$ cat src/include/fldb_pkg.sv
// package: constants and types for the frequency level detect and brake block
package fldb_pkg;
  localparam int FREQ_W = 16;
  localparam int VOLT_W = 16;
  localparam int PCT_W  = 10;
  // bus register byte offsets
  localparam logic [7:0] OFF_LEVEL_A     = 8'h00;
  localparam logic [7:0] OFF_LAG_A       = 8'h04;
  localparam logic [7:0] OFF_LEVEL_B     = 8'h08;
  localparam logic [7:0] OFF_LAG_B       = 8'h0C;
  localparam logic [7:0] OFF_REACH_W     = 8'h10;
  localparam logic [7:0] OFF_BRAKE_EN    = 8'h14;
  localparam logic [7:0] OFF_BRAKE_THR   = 8'h18;
  localparam logic [7:0] OFF_MAX_FREQ    = 8'h1C;
  localparam logic [7:0] OFF_VCLASS      = 8'h20;
  localparam logic [7:0] OFF_STATUS      = 8'h24;
  localparam logic [7:0] OFF_INT_STAT    = 8'h28;
  localparam logic [7:0] OFF_INT_EN      = 8'h2C;
  localparam logic [7:0] OFF_INT_CLR     = 8'h30;
  // reset values, frequency in 0.01 Hz, voltage in 0.1 V, percent in 0.1 %
  localparam logic [FREQ_W-1:0] LEVEL_DEF    = 16'h1388; // 50.00 Hz
  localparam logic [PCT_W-1:0]  LAG_DEF      = 10'h032;  // 5.0 %
  localparam logic [PCT_W-1:0]  LAG_MAX      = 10'h3E8;  // 100.0 %
  localparam logic [FREQ_W-1:0] REACH_DEF    = 16'h0000;
  localparam logic [FREQ_W-1:0] MAX_FREQ_DEF = 16'h1388; // 50.00 Hz
  localparam logic [VOLT_W-1:0] THR_MIN      = 16'h07D0; // 200.0 V
  localparam logic [VOLT_W-1:0] THR_MAX      = 16'h4E20; // 2000.0 V
  localparam logic [VOLT_W-1:0] THR_220      = 16'h0ED8; // 380.0 V
  localparam logic [VOLT_W-1:0] THR_380      = 16'h1B58; // 700.0 V
  localparam logic [VOLT_W-1:0] THR_660      = 16'h2BC0; // 1120.0 V
  localparam int PCT_SCALE = 1000;
  typedef enum logic [1:0] {
    FLDB_CLASS_220 = 2'h0,
    FLDB_CLASS_380 = 2'h1,
    FLDB_CLASS_660 = 2'h2
  } fldb_vclass_t;
  // status and interrupt bit positions
  localparam int BIT_FLAG_A  = 0;
  localparam int BIT_FLAG_B  = 1;
  localparam int BIT_REACHED = 2;
  localparam int BIT_BRAKE   = 3;
  localparam int N_EVT       = 4;
endpackage

$ cat src/include/fldb_det_if.sv
// interface: settings and result of one frequency level detector
`timescale 1ns/10ps
interface fldb_det_if;
  logic [fldb_pkg::FREQ_W-1:0] level;
  logic [fldb_pkg::PCT_W-1:0]  lag_pct;
  logic                        flag;
  modport ctrl (output level, output lag_pct, input flag);
  modport det  (input level, input lag_pct, output flag);
endinterface

$ cat src/hw/fldb_sync.sv
// module: three-stage input synchroniser with agreement filter
`timescale 1ns/10ps
module fldb_sync #(
  parameter int W = 16
) (
  input  wire logic         pclk,
  input  wire logic         presetn,
  input  wire logic [W-1:0] d,
  output logic      [W-1:0] q
);
  logic [W-1:0] s1_r;
  logic [W-1:0] s2_r;
  logic [W-1:0] s3_r;

  // s1_r is metastable-prone, so only s2_r reads it
  always_ff @(posedge pclk or negedge presetn)
  begin
    if (!presetn)
    begin
      s1_r <= '0;
      s2_r <= '0;
      s3_r <= '0;
    end
    else
    begin
      s1_r <= d;
      s2_r <= s1_r;
      s3_r <= s2_r;
    end
  end

  // a new word counts only once two stages agree, so torn multi-bit samples drop out
  always_ff @(posedge pclk or negedge presetn)
  begin
    if (!presetn)
      q <= '0;
    else if (s2_r == s3_r)
      q <= s3_r;
  end
endmodule

$ cat src/hw/fldb_level_det.sv
// module: one frequency level detector with percentage hysteresis
`timescale 1ns/10ps
module fldb_level_det (
  input  wire logic                        pclk,
  input  wire logic                        presetn,
  input  wire logic [fldb_pkg::FREQ_W-1:0] out_freq,
  fldb_det_if.det                          cfg
);
  localparam int PROD_W = fldb_pkg::FREQ_W + fldb_pkg::PCT_W;
  logic [PROD_W-1:0]           lag_prod;
  logic [fldb_pkg::FREQ_W-1:0] lag_amt;
  logic [fldb_pkg::FREQ_W-1:0] low_lvl;

  // lag is a share of this detector's own level; truncation makes the band a hair narrower
  assign lag_prod = PROD_W'(cfg.level) * PROD_W'(cfg.lag_pct);
  assign lag_amt  = fldb_pkg::FREQ_W'(lag_prod / PROD_W'(fldb_pkg::PCT_SCALE)); // RULE3
  assign low_lvl  = cfg.level - lag_amt;

  always_ff @(posedge pclk or negedge presetn)
  begin
    if (!presetn)
      cfg.flag <= 1'b0;
    else if (out_freq > cfg.level)
      cfg.flag <= 1'b1; // RULE1
    else if (out_freq < low_lvl)
      cfg.flag <= 1'b0; // RULE2
  end
endmodule

$ cat src/hw/fldb_top.sv
// module: frequency level detect, frequency reached and dynamic brake control
`timescale 1ns/10ps
// Behaviour
// RULE1: each level flag stays high while output frequency is above its level.
// RULE2: a level flag drops only when frequency falls below level minus lag.
// RULE3: lag amount is a 0.0 to 100.0 percent share of that level, default 5.0 percent.
// RULE4: a detector level is limited to the range zero to the maximum output frequency; clamped on write only, not when the maximum is lowered later.
// RULE5: a second detector with its own level, default 50.00 Hz, and lag drives its own flag.
// RULE6: reached flag is high while output frequency is within the width of the set frequency.
// RULE7: when enabled, braking starts once bus voltage reaches a 200.0 to 2000.0 V threshold.
// RULE8: threshold default is 380.0, 700.0 or 1120.0 V for the 220, 380 or 660 V class.
// RULE9: all comparisons run every clock in 0.01 Hz and 0.1 V units with clocked flags.
module fldb_top (
  input  wire logic                        pclk,
  input  wire logic                        presetn,
  input  wire logic                        psel,
  input  wire logic                        penable,
  input  wire logic                        pwrite,
  input  wire logic [7:0]                  paddr,
  input  wire logic [31:0]                 pwdata,
  output logic      [31:0]                 prdata,
  output logic                             pready,
  output logic                             pslverr,
  input  wire logic [fldb_pkg::FREQ_W-1:0] out_freq,
  input  wire logic [fldb_pkg::FREQ_W-1:0] set_freq,
  input  wire logic [fldb_pkg::VOLT_W-1:0] bus_volt,
  output logic                             freq_level_flag_a,
  output logic                             freq_level_flag_b,
  output logic                             freq_reached_flag,
  output logic                             brake_on,
  output logic                             irq
);
  localparam int FW = fldb_pkg::FREQ_W;
  localparam int VW = fldb_pkg::VOLT_W;
  localparam int PW = fldb_pkg::PCT_W;

  fldb_det_if det_a ();
  fldb_det_if det_b ();

  logic [FW-1:0]             level_a_setting_r;
  logic [PW-1:0]             lag_a_setting_r;
  logic [FW-1:0]             level_b_setting_r;
  logic [PW-1:0]             lag_b_setting_r;
  logic [FW-1:0]             reached_width_setting_r;
  logic                      brake_enable_setting_r;
  logic [VW-1:0]             brake_threshold_setting_r;
  logic [FW-1:0]             max_output_freq_setting_r;
  logic [1:0]                vclass_r;
  logic                      thr_touched_r;
  logic [fldb_pkg::N_EVT-1:0] int_stat_r;
  logic [fldb_pkg::N_EVT-1:0] int_en_r;
  logic [fldb_pkg::N_EVT-1:0] flags_prev_r;
  logic [fldb_pkg::N_EVT-1:0] flags;
  logic [fldb_pkg::N_EVT-1:0] evt_rise;
  logic [fldb_pkg::N_EVT-1:0] clr_mask;
  logic [FW-1:0]             out_freq_s;
  logic [FW-1:0]             set_freq_s;
  logic [VW-1:0]             bus_volt_s;
  logic [VW-1:0]             class_thr;
  logic [VW-1:0]             eff_thr;
  logic [FW-1:0]             wr_freq;
  logic [FW-1:0]             wr_freq_lim;
  logic [PW-1:0]             wr_pct_lim;
  logic [VW-1:0]             wr_volt;
  logic [VW-1:0]             wr_volt_lim;
  logic [FW:0]               reach_hi;
  logic [FW-1:0]             reach_lo;
  logic                      wr_en;
  logic                      rd_en;
  logic                      addr_ok;
  logic                      freq_reached_nxt;
  logic                      brake_nxt;

  // pins from the drive's measurement path arrive unsynchronised
  fldb_sync #(.W(FW)) u_sync_out (
    .pclk    (pclk),
    .presetn (presetn),
    .d       (out_freq),
    .q       (out_freq_s)
  );
  fldb_sync #(.W(FW)) u_sync_set (
    .pclk    (pclk),
    .presetn (presetn),
    .d       (set_freq),
    .q       (set_freq_s)
  );
  fldb_sync #(.W(VW)) u_sync_volt (
    .pclk    (pclk),
    .presetn (presetn),
    .d       (bus_volt),
    .q       (bus_volt_s)
  );

  assign det_a.level   = level_a_setting_r;
  assign det_a.lag_pct = lag_a_setting_r;
  assign det_b.level   = level_b_setting_r;
  assign det_b.lag_pct = lag_b_setting_r;

  fldb_level_det u_det_a (
    .pclk     (pclk),
    .presetn  (presetn),
    .out_freq (out_freq_s),
    .cfg      (det_a)
  );
  fldb_level_det u_det_b ( // RULE5
    .pclk     (pclk),
    .presetn  (presetn),
    .out_freq (out_freq_s),
    .cfg      (det_b)
  );

  assign freq_level_flag_a = det_a.flag;
  assign freq_level_flag_b = det_b.flag;

  // apb: zero wait states
  assign pready  = 1'b1;
  assign wr_en   = psel && penable && pwrite;
  assign rd_en   = psel && !pwrite;
  assign pslverr = psel && penable && !addr_ok;

  always_comb
  begin
    if (paddr == fldb_pkg::OFF_LEVEL_A)
      addr_ok = 1'b1;
    else if (paddr == fldb_pkg::OFF_LAG_A)
      addr_ok = 1'b1;
    else if (paddr == fldb_pkg::OFF_LEVEL_B)
      addr_ok = 1'b1;
    else if (paddr == fldb_pkg::OFF_LAG_B)
      addr_ok = 1'b1;
    else if (paddr == fldb_pkg::OFF_REACH_W)
      addr_ok = 1'b1;
    else if (paddr == fldb_pkg::OFF_BRAKE_EN)
      addr_ok = 1'b1;
    else if (paddr == fldb_pkg::OFF_BRAKE_THR)
      addr_ok = 1'b1;
    else if (paddr == fldb_pkg::OFF_MAX_FREQ)
      addr_ok = 1'b1;
    else if (paddr == fldb_pkg::OFF_VCLASS)
      addr_ok = 1'b1;
    else if (paddr == fldb_pkg::OFF_STATUS)
      addr_ok = 1'b1;
    else if (paddr == fldb_pkg::OFF_INT_STAT)
      addr_ok = 1'b1;
    else if (paddr == fldb_pkg::OFF_INT_EN)
      addr_ok = 1'b1;
    else if (paddr == fldb_pkg::OFF_INT_CLR)
      addr_ok = 1'b1;
    else
      addr_ok = 1'b0;
  end

  // write limiting: out-of-range values are clamped rather than refused
  assign wr_freq     = pwdata[FW-1:0];
  // limits compare the whole word, so set upper bits cannot wrap a value into range
  assign wr_freq_lim = (pwdata > 32'(max_output_freq_setting_r)) ?
                       max_output_freq_setting_r : wr_freq; // RULE4
  assign wr_pct_lim  = (pwdata > 32'(fldb_pkg::LAG_MAX)) ?
                       fldb_pkg::LAG_MAX : pwdata[PW-1:0]; // RULE3
  assign wr_volt     = pwdata[VW-1:0];
  assign wr_volt_lim = (pwdata < 32'(fldb_pkg::THR_MIN)) ? fldb_pkg::THR_MIN :
                       (pwdata > 32'(fldb_pkg::THR_MAX)) ? fldb_pkg::THR_MAX : wr_volt; // RULE7

  always_comb
  begin
    case (vclass_r)
      fldb_pkg::FLDB_CLASS_220: class_thr = fldb_pkg::THR_220; // RULE8
      fldb_pkg::FLDB_CLASS_660: class_thr = fldb_pkg::THR_660;
      default:                  class_thr = fldb_pkg::THR_380;
    endcase
  end

  // until software writes a threshold, the class default is in force
  assign eff_thr = thr_touched_r ? brake_threshold_setting_r : class_thr; // RULE8

  always_ff @(posedge pclk or negedge presetn)
  begin
    if (!presetn)
    begin
      level_a_setting_r         <= fldb_pkg::LEVEL_DEF;
      lag_a_setting_r           <= fldb_pkg::LAG_DEF;
      level_b_setting_r         <= fldb_pkg::LEVEL_DEF; // RULE5
      lag_b_setting_r           <= fldb_pkg::LAG_DEF;
      reached_width_setting_r   <= fldb_pkg::REACH_DEF;
      brake_enable_setting_r    <= 1'b0;
      brake_threshold_setting_r <= fldb_pkg::THR_380;
      thr_touched_r             <= 1'b0;
      max_output_freq_setting_r <= fldb_pkg::MAX_FREQ_DEF;
      vclass_r                  <= fldb_pkg::FLDB_CLASS_380;
      int_en_r                  <= '0;
    end
    else if (wr_en)
    begin
      if (paddr == fldb_pkg::OFF_LEVEL_A)
        level_a_setting_r <= wr_freq_lim; // RULE4
      else if (paddr == fldb_pkg::OFF_LAG_A)
        lag_a_setting_r <= wr_pct_lim;
      else if (paddr == fldb_pkg::OFF_LEVEL_B)
        level_b_setting_r <= wr_freq_lim;
      else if (paddr == fldb_pkg::OFF_LAG_B)
        lag_b_setting_r <= wr_pct_lim;
      else if (paddr == fldb_pkg::OFF_REACH_W)
        reached_width_setting_r <= wr_freq_lim; // RULE6
      else if (paddr == fldb_pkg::OFF_BRAKE_EN)
        brake_enable_setting_r <= pwdata[0];
      else if (paddr == fldb_pkg::OFF_BRAKE_THR)
      begin
        brake_threshold_setting_r <= wr_volt_lim;
        thr_touched_r             <= 1'b1;
      end
      else if (paddr == fldb_pkg::OFF_MAX_FREQ)
        max_output_freq_setting_r <= wr_freq;
      else if (paddr == fldb_pkg::OFF_VCLASS)
        vclass_r <= (pwdata[1:0] == 2'h3) ? 2'h1 : pwdata[1:0];
      else if (paddr == fldb_pkg::OFF_INT_EN)
        int_en_r <= pwdata[fldb_pkg::N_EVT-1:0];
    end
  end

  // frequency reached window around the set frequency
  assign reach_hi = {1'b0, set_freq_s} + {1'b0, reached_width_setting_r};
  assign reach_lo = (set_freq_s > reached_width_setting_r) ?
                    set_freq_s - reached_width_setting_r : '0;
  assign freq_reached_nxt = ({1'b0, out_freq_s} <= reach_hi) &&
                            (out_freq_s >= reach_lo); // RULE6
  assign brake_nxt = brake_enable_setting_r && (bus_volt_s >= eff_thr); // RULE7

  always_ff @(posedge pclk or negedge presetn)
  begin
    if (!presetn)
    begin
      freq_reached_flag <= 1'b0;
      brake_on          <= 1'b0;
    end
    else
    begin
      freq_reached_flag <= freq_reached_nxt; // RULE9
      brake_on          <= brake_nxt; // RULE9
    end
  end

  // interrupts on rising edges of each flag; a new event beats a same-cycle clear
  assign flags = {brake_on, freq_reached_flag, det_b.flag, det_a.flag};
  assign evt_rise = flags & ~flags_prev_r;
  assign clr_mask = (wr_en && paddr == fldb_pkg::OFF_INT_CLR) ?
                    pwdata[fldb_pkg::N_EVT-1:0] : '0;

  always_ff @(posedge pclk or negedge presetn)
  begin
    if (!presetn)
    begin
      flags_prev_r <= '0;
      int_stat_r   <= '0;
    end
    else
    begin
      flags_prev_r <= flags;
      int_stat_r   <= (int_stat_r & ~clr_mask) | evt_rise;
    end
  end

  always_ff @(posedge pclk or negedge presetn)
  begin
    if (!presetn)
      irq <= 1'b0;
    else
      irq <= |((int_stat_r & ~clr_mask | evt_rise) & int_en_r);
  end

  always_ff @(posedge pclk or negedge presetn)
  begin
    if (!presetn)
      prdata <= '0;
    else if (rd_en && !penable)
    begin
      if (paddr == fldb_pkg::OFF_LEVEL_A)
        prdata <= 32'(level_a_setting_r);
      else if (paddr == fldb_pkg::OFF_LAG_A)
        prdata <= 32'(lag_a_setting_r);
      else if (paddr == fldb_pkg::OFF_LEVEL_B)
        prdata <= 32'(level_b_setting_r);
      else if (paddr == fldb_pkg::OFF_LAG_B)
        prdata <= 32'(lag_b_setting_r);
      else if (paddr == fldb_pkg::OFF_REACH_W)
        prdata <= 32'(reached_width_setting_r);
      else if (paddr == fldb_pkg::OFF_BRAKE_EN)
        prdata <= 32'(brake_enable_setting_r);
      else if (paddr == fldb_pkg::OFF_BRAKE_THR)
        prdata <= 32'(eff_thr);
      else if (paddr == fldb_pkg::OFF_MAX_FREQ)
        prdata <= 32'(max_output_freq_setting_r);
      else if (paddr == fldb_pkg::OFF_VCLASS)
        prdata <= 32'(vclass_r);
      else if (paddr == fldb_pkg::OFF_STATUS)
        prdata <= 32'(flags);
      else if (paddr == fldb_pkg::OFF_INT_STAT)
        prdata <= 32'(int_stat_r);
      else if (paddr == fldb_pkg::OFF_INT_EN)
        prdata <= 32'(int_en_r);
      else
        prdata <= '0;
    end
  end
endmodule

$ cat config.mk
export PLATFORM = sky130hd
export DESIGN_NAME = fldb_top
export DESIGN_NICKNAME = d
export VERILOG_FILES = /design/src/include/fldb_pkg.sv /design/src/include/fldb_det_if.sv /design/src/hw/fldb_sync.sv /design/src/hw/fldb_level_det.sv /design/src/hw/fldb_top.sv
export SDC_FILE = /design/constraint.sdc
export NUM_CORES = 2
export LEC_CHECK = 0
export BUFFER_PORTS_ARGS = -buffer_cell sky130_fd_sc_hd__buf_2
export CORE_ASPECT_RATIO = 0.6
export CORE_MARGIN = 10
export CORE_UTILIZATION = 50
export CTS_CLUSTER_DIAMETER = 120
export DETAILED_ROUTE_END_ITERATION = 7
export GPL_TIMING_DRIVEN = 0
export PLACE_DENSITY_LB_ADDON = 0.08
export SLEW_MARGIN = 20
export SYNTH_ARGS = -nofsm -noshare
export SYNTH_HDL_FRONTEND = slang
export SYNTH_SLANG_ARGS = --single-unit
$ cat constraint.sdc
create_clock -name pclk -period 44.8 [get_ports pclk]
set_clock_uncertainty 0.15 [all_clocks]
set_input_delay 2.24 -clock pclk [delete_from_list [all_inputs] [get_ports pclk]]
set_output_delay 2.24 -clock pclk [all_outputs]
set_load 0.05 [all_outputs]
Word-level counts from Yosys, hierarchy flattened

Index checks and enable logic that the tools add are counted.

Order comparisons: 12
Multipliers: 2
$add $sub $neg: 4
Multiplexer cells: 38
Bitwise logic cells: 15
Div/mod/pow operators: 2
Equality and inequality tests: 17
Reductions and logical operators: 26

Operators with widths:

| cell                                                             | number |
|---|---|
| two-way mux 16 bit                                               | 13 |
| divider 26 x 10 -> 26 bit (second input constant)                | 2 |
| multiplier 16 x 10 -> 26 bit                                     | 2 |
| equality test 16 bit                                             | 3 |
| greater-than comparator 16 bit                                   | 3 |
| subtractor 16 bit                                                | 3 |
| equality test 8 x 6 -> 1 bit (second input constant)             | 5 |
| equality test 8 x 5 -> 1 bit (second input constant)             | 4 |
| >= comparator 16 bit                                             | 2 |
| greater-than comparator 32 x 10 -> 1 bit (second input constant) | 1 |
| greater-than comparator 32 x 15 -> 1 bit (second input constant) | 1 |
| greater-than comparator 32 x 16 -> 1 bit                         | 1 |
| < comparator 16 bit                                              | 2 |
| < comparator 32 x 11 -> 1 bit (second input constant)            | 1 |
| one-hot mux 14 bit (2 select lines)                              | 1 |
| two-way mux 4 bit                                                | 5 |
| adder 16 x 16 -> 17 bit                                          | 1 |
| less-or-equal comparator 16 x 17 -> 1 bit                        | 1 |
| two-way mux 1 bit                                                | 17 |
| equality test 8 x 4 -> 1 bit (second input constant)             | 2 |
| AND 4 bit                                                        | 3 |
| AND reduction 11 bit                                             | 1 |
| two-way mux 10 bit                                               | 1 |
| AND reduction 10 bit                                             | 1 |
| other kinds (20)                                                 | 40 |

Logic and storage cells: 147
Register bits after elaboration: 345
Output and inout port bits: 39

Logic depth before layout (Yosys ltp)

Depth after elaboration: 16
Mapped depth: 91
Mapped depth without buffers: 83

Modules after synthesis

Synthesis repeated with hierarchy kept, for this count alone.

Cell total of the unflattened synthesis: 4,501
Area, all modules: 39,105.0 sq um

By module, submodules not included:

| module                   | times used | cells an instance | seq. area each (sq um) | area an instance (sq um) |
|---|---|---|---|---|
| fldb_level_det (u_det_b) | 1          | 1,545             | 25.0                   | 11,597.4 |
| fldb_level_det (u_det_a) | 1          | 1,397             | 25.0                   | 10,787.8 |
| fldb_top                 | 1          | 1,253             | 3,414.5                | 10,676.5 |
| fldb_sync                | 3          | 102               | 1,601.5                | 2,014.4 |

Worst setup path before layout

OpenSTA, ideal clock, no wires.

Path kind: register to register
Start point: reg lag_b_setting_r[1] (netlist: det_b.lag_pct[1])
End point: reg u_det_b.cfg.flag
Arrival: 18,114 ps
Data required time: 44,523 ps
Cell stages (with the launch flop): 82
Library setup time: 127 ps
Path slack: 26,409 ps
Period minus slack after synthesis: 18,391 ps
Cell sequence: dfstp_2 > clkbuf_1 > clkbuf_1 > nand2_1 > fa_1 > inv_1 > fa_1 > inv_1 > fa_1 > inv_1 > fa_1 > fa_1 > ha_1 > o211ai_1 > a2111oi_0 > a22oi_1 > nand2b_1 > mux2_2 > [... 46 more ...] > o21ai_0 > nand2b_1 > a21o_1 > nand2_1 > a21oi_1 > o21ai_0 > a21oi_1 > nand2b_1 > ha_1 > nor2b_1 > o21ai_0 > nand2b_1 > a21oi_1 > nor2b_1 > o21ai_0 > nand2b_1 > a21oi_1 > o21ai_0

Cells in the longest elaborated chain, start to end: 5

Ends and longest elaborated chain:

| element                             | RTL line             | RTL |
|---|---|---|
| start, declared                     | fldb_top.sv:43       | `logic [PW-1:0] lag_b_setting_r;` |
| start signal, assigned              | fldb_top.sv:183      | `lag_b_setting_r <= fldb_pkg::LAG_DEF;` |
| start signal, assigned              | fldb_top.sv:201      | `lag_b_setting_r <= wr_pct_lim;` |
| multiplier 16 x 10 -> 26 bit        | fldb_level_det.sv:15 | `assign lag_prod = PROD_W'(cfg.level) * PROD_W'(cfg.lag_pct);` |
| divider 26 x 10 -> 26 bit           | fldb_level_det.sv:16 | `assign lag_amt = fldb_pkg::FREQ_W'(lag_prod / PROD_W'(fldb_pkg::PCT_SCALE));` |
| subtractor 16 bit                   | fldb_level_det.sv:17 | `assign low_lvl = cfg.level - lag_amt;` |
| < comparator 16 bit                 | fldb_level_det.sv:25 | `else if (out_freq < low_lvl)` |
| nonzero test 2 bit (no source line) | n/a                  |  |
| end signal, assigned                | fldb_level_det.sv:22 | `cfg.flag <= 1'b0;` |
| end signal, assigned                | fldb_level_det.sv:24 | `cfg.flag <= 1'b1;` |
| end signal, assigned                | fldb_level_det.sv:26 | `cfg.flag <= 1'b0;` |
| end, declared                       | fldb_det_if.sv:8     | `modport det (input level, input lag_pct, output flag);` |

Every way passes these cells.
A chain may end at the register's enable or synchronous reset.

Final worst setup path

Start point: reg lag_a_setting_r[4] (netlist: det_a.lag_pct[4])
End point: reg u_det_a.cfg.flag

Cells in the longest elaborated chain, start to end: 5

Ends and longest elaborated chain:

| element                             | RTL line             | RTL |
|---|---|---|
| start, declared                     | fldb_top.sv:41       | `logic [PW-1:0] lag_a_setting_r;` |
| start signal, assigned              | fldb_top.sv:181      | `lag_a_setting_r <= fldb_pkg::LAG_DEF;` |
| start signal, assigned              | fldb_top.sv:197      | `lag_a_setting_r <= wr_pct_lim;` |
| multiplier 16 x 10 -> 26 bit        | fldb_level_det.sv:15 |  |
| divider 26 x 10 -> 26 bit           | fldb_level_det.sv:16 |  |
| subtractor 16 bit                   | fldb_level_det.sv:17 |  |
| < comparator 16 bit                 | fldb_level_det.sv:25 |  |
| nonzero test 2 bit (no source line) | n/a                  |  |
| end signal, assigned                | fldb_level_det.sv:22 |  |
| end signal, assigned                | fldb_level_det.sv:24 |  |
| end signal, assigned                | fldb_level_det.sv:26 |  |
| end, declared                       | fldb_det_if.sv:8     |  |

Every way passes these cells.

==> flow_summary.html <==
<table>
<tr><th>Metric</th><th>Value</th></tr>
<tr><th colspan="2">Outcome</th></tr>
<tr><td>Run status</td><td>completed</td></tr>
<tr><th colspan="2">Pwr</th></tr>
<tr><td>Sw frac</td><td>28.7%</td></tr>
<tr><td>Cell-internal power</td><td>535 µW</td></tr>
<tr><td>Worst voltage drop across the vdd grid</td><td>0.0447 mV</td></tr>
<tr><td>Logic gate share of total power</td><td>16.2%</td></tr>
<tr><td>Part of the power in registers</td><td>43.0%</td></tr>
<tr><td>Clock share of power</td><td>40.8%</td></tr>
<tr><td>Leakage power</td><td>18.8 nW</td></tr>
<tr><td>Total power density per cell area</td><td>18.2 mW/mm²</td></tr>
<tr><td>Net Switching</td><td>216 µW</td></tr>
<tr><th colspan="2">Synthesis</th></tr>
<tr><td>Area share of the largest cell type after synthesis</td><td>19.8%</td></tr>
<tr><td>Synth area leader</td><td>dfrtp_1</td></tr>
<tr><td>Most instantiated flip-flop cell in the synthesis netlist</td><td>dfrtp_1</td></tr>
<tr><td>Synth warn</td><td>0</td></tr>
<tr><td>#FFs+latches synth</td><td>329</td></tr>
<tr><td>Sequential area share after synthesis</td><td>21.8%</td></tr>
<tr><td>Synth cell count leaders</td><td>505 x nand2_1, 330 x inv_1, 310 x ha_1</td></tr>
<tr><td>Average instance area after synthesis</td><td>8.60 µm²</td></tr>
<tr><td>Number of synthesized flops with an enable pin</td><td>0</td></tr>
<tr><td>Top cells by area in the synthesized netlist</td><td>dfrtp_1 20%, fa_1 12%, ha_1 10%, nand2_1 5.0%, o21ai_0 3.5%</td></tr>
<tr><td>Number of unique standard cell types used by synthesis</td><td>141</td></tr>
<tr><td>Most frequently used cell type in the post-synthesis netlist</td><td>nand2_1</td></tr>
<tr><td>Async set or reset register ratio after synthesis</td><td>100%</td></tr>
<tr><td>Mapped Cells</td><td>4418</td></tr>
<tr><td>Cell area after synthesis</td><td>0.0380 mm²</td></tr>
<tr><th colspan="2">Floorplanning</th></tr>
<tr><td>Die area</td><td>0.0878 mm²</td></tr>
<tr><td># IOs</td><td>132</td></tr>
<tr><td>Floorplan Core Area</td><td>0.0754 mm²</td></tr>
<tr><td>Number of placement rows</td><td>78</td></tr>
<tr><td>Height of the die</td><td>234 µm</td></tr>
<tr><td>Initial standard-cell utilization of the core</td><td>50.4%</td></tr>
<tr><td>Die boundary width</td><td>376 µm</td></tr>
<tr><th colspan="2">STA</th></tr>
<tr><td>Setup TNS</td><td>0 ps</td></tr>
<tr><td>Headroom to the max-slew limit</td><td>26.0%</td></tr>
<tr><td>Setup ws final</td><td>21880 ps</td></tr>
<tr><td>Fmax</td><td>43.6 MHz</td></tr>
<tr><td>Slew of the pin with the lowest slew margin</td><td>1110 ps</td></tr>
<tr><td>Setup-failing EPs final</td><td>0</td></tr>
<tr><td>Period minus WS final</td><td>22920 ps</td></tr>
<tr><td>Hold violation count in the final report</td><td>0</td></tr>
<tr><td>Unrepaired setup endpoints after global routing</td><td>false</td></tr>
<tr><td>Number of pins with negative max-slew slack in the final report</td><td>0</td></tr>
<tr><td>Portion of the clock cycle consumed by the worst path in the final layout</td><td>51.2%</td></tr>
<tr><th colspan="2">Global routing</th></tr>
<tr><td>Global-route wire length before repair</td><td>185000 µm</td></tr>
<tr><td>Number of antenna violations at the first check in global routing</td><td>6</td></tr>
<tr><td>Global-route total usage across every layer</td><td>26.3%</td></tr>
<tr><td>Pin count of the biggest net entering global routing</td><td>90</td></tr>
<tr><td>Via count of the first global-routing pass</td><td>31600</td></tr>
<tr><td>Total congestion overflow</td><td>0</td></tr>
<tr><th colspan="2">Worst setup path</th></tr>
<tr><td>Data required time of the worst path</td><td>45060 ps</td></tr>
<tr><td>Data arrival time of the critical path</td><td>23180 ps</td></tr>
<tr><td>Critical path's slowest cell</td><td>a221oi_1</td></tr>
<tr><td>Critical setup path kind</td><td>reg -&gt; reg</td></tr>
<tr><td>Critical path fanouts, max</td><td>10</td></tr>
<tr><td>CP Launch Type</td><td>register</td></tr>
<tr><td>Setup crit end kind</td><td>register</td></tr>
<tr><td>Crit-path most repeated cell</td><td>a21oi_1</td></tr>
<tr><td>Delay of the slowest cell on the worst path</td><td>920 ps</td></tr>
<tr><th colspan="2">Finish</th></tr>
<tr><td>Net count reported at finish</td><td>5216</td></tr>
<tr><td>Fraction of final layout cells with drive strength greater than 1</td><td>11.2%</td></tr>
<tr><td>Final core utilization</td><td>54.7%</td></tr>
<tr><td>Fill cell total of the finished layout</td><td>7076</td></tr>
<tr><td>Area growth syn-to-layout</td><td>8.51%</td></tr>
<tr><th colspan="2">Detailed routing</th></tr>
<tr><td>Number of DRC markers after the initial detailed-route iteration</td><td>3480</td></tr>
<tr><td>Wire length on met2</td><td>44200 µm</td></tr>
<tr><td>Average vias per placed instance</td><td>6.03</td></tr>
<tr><td>Highest metal layer with signal wires</td><td>met5</td></tr>
<tr><td>Met1 layer wirelength in the final routing</td><td>59600 µm</td></tr>
<tr><td>Routed wire length on met3</td><td>12100 µm</td></tr>
<tr><td>Post-Route WL</td><td>117000 µm</td></tr>
<tr><td>DR pass1 iterations</td><td>6</td></tr>
<tr><td>Number of remaining DRC errors</td><td>0</td></tr>
<tr><td>Antenna viol nets, final</td><td>0</td></tr>
<tr><td>Routed len/inst</td><td>20.9 µm</td></tr>
<tr><td>Vias</td><td>33900</td></tr>
<tr><th colspan="2">Placed design</th></tr>
<tr><td>Placed wire-length estimate after detailed placement</td><td>95600 µm</td></tr>
<tr><td>Worst Setup Slack post-DPL</td><td>22490 ps</td></tr>
<tr><td>Placer Congestion</td><td>1.04</td></tr>
<tr><td>Count of buffers from port buffering</td><td>114</td></tr>
<tr><th colspan="2">Worst hold path</th></tr>
<tr><td>Hold Path Class</td><td>reg -&gt; reg</td></tr>
<tr><th colspan="2">Clock network</th></tr>
<tr><td>Clock tree buffer depth</td><td>3</td></tr>
<tr><td>Quantity of gates resized following cts</td><td>0</td></tr>
<tr><td>H-tree lvl count</td><td>2</td></tr>
<tr><td>Buffer cell driving the clock tree root</td><td>clkbuf_16</td></tr>
<tr><td>Clock slew at the register clock pins of the worst setup and hold paths</td><td>60 ps</td></tr>
<tr><td>Clock network latency to the later pin of the worst-skew pair</td><td>560 ps</td></tr>
<tr><td>Total number of clock tree sinks</td><td>329</td></tr>
<tr><td>TritonCTS clock tree</td><td>done</td></tr>
<tr><td>Number of hold-repair buffers added at the cts stage</td><td>0</td></tr>
<tr><td>Number of post-CTS setup repair buffers</td><td>0</td></tr>
<tr><td>Total clock buffers created by CTS</td><td>36</td></tr>
<tr><th colspan="2">Run</th></tr>
<tr><td>Total of max-cap violations</td><td>0</td></tr>
</table>
-- worst paths after layout --
kind                                     start                  end  slack, ps  depth (start not counted)
max                           det_a.lag_pct[4]     u_det_a.cfg.flag      21880                         76
min reg2reg                u_sync_volt.s1_r[7]  u_sync_volt.s2_r[7]        190                          0
min in group asynchronous              presetn   u_sync_set.s1_r[2]       1380                          1
max in group asynchronous              presetn      det_a.level[12]      41740                          4
min                        u_sync_volt.s1_r[7]  u_sync_volt.s2_r[7]        190                          0
max reg2reg                   det_a.lag_pct[4]     u_det_a.cfg.flag      21880                         76
-- cells in the final DEF (no fill, tap or decap), drive strengths merged, types with 183 or more instances in the layout --
master	count
nand2	508
inv	343
ha	310
o21ai	302
dfrtp	300
nor2	275
a21oi	263
fa	224
and2	193
clkbuf	185
buf	183
-- flip-flops by register name, indices dropped and copies added (netlist names), 2 cells and up --
signal,flops
brake_threshold_setting_r,16
det_a.lag_pct,10
det_a.level,16
det_b.lag_pct,10
det_b.level,16
flags_prev_r,4
int_en_r,4
int_stat_r,4
max_output_freq_setting_r,16
prdata,16
reached_width_setting_r,16
u_sync_out.q,16
u_sync_out.s1_r,16
u_sync_out.s2_r,16
u_sync_out.s3_r,16
u_sync_set.q,16
u_sync_set.s1_r,16
u_sync_set.s2_r,16
u_sync_set.s3_r,16
u_sync_volt.q,16
u_sync_volt.s1_r,16
u_sync_volt.s2_r,16
u_sync_volt.s3_r,16
vclass_r,2
-- power by group through the flow --
| stage | Sequential, mW | Clock, mW | Combinational (mW) |
|---|---|---|---|
| 3_3_place_gp | 0.328 | 0 | 0.117 |
| 3_5_place_dp | 0.328 | 0 | 0.119 |
| 5_1_grt | 0.324 | 0.324 | 0.134 |
| 4_1_cts | 0.322 | 0.313 | 0.120 |
| 2_1_floorplan | 0.330 | 0 | 0.0716 |
| 6_report | 0.323 | 0.306 | 0.122 |
-- critical path, delay by kind of cell, from the launching register on --
kind / cells / cell delay, ps
simple gates: 11 / 2980
compound gates: 41 / 11460
mux: 3 / 820
flops: 1 / 690
fa+ha+maj: 8 / 3380
xor+xnor: 4 / 1510
buf+inv: 9 / 1710
-- per-stage QoR --
stage	cells	hold WS, ps	area [µm²]	power (mW)
global route	5616	201	41200	0.782
detailed placement	5551	185	40000	0.447
global placement	5547	181	39900	0.445
floorplan	4433	181	38100	0.401
CTS	5616	196	41200	0.755
finish	5617	193	41200	0.751
-- per-layer routing --
metal	vias up	global-route usage (%)
li1	16000	-
met4	4	3.25
met1	16400	43.2
met5	-	1.22
met3	99	5.54
met2	1413	34.7
-- final cells by class --
class                           count  area, µm²  area share [%]
Inverter                          340       1280            3.10
Multi-Input combinational cell   3566      27600            67.0
Clock buffer                       52       1050            2.55
Buffer                            198        900            2.18
Sequential cell                   329       8270            20.1
Antenna cell                        1       2.50         0.00607
Clock inverter                     13        169           0.410
Timing Repair Buffer              118        691            1.67
Tap cell                         1000       1250            3.03
-- logic make-up after synthesis --
family / count (synthesis) / synth area share (%)
xor+xnor: 211 / 5.05
mux: 144 / 4.17
fa+ha+maj: 544 / 22.3
compound gates: 1157 / 21.4
buf+inv: 538 / 5.73
flops: 329 / 21.8
other cells: 2 / 0.0198
simple gates: 1493 / 19.6
Note: power is estimated with default switching activity, not from simulation.
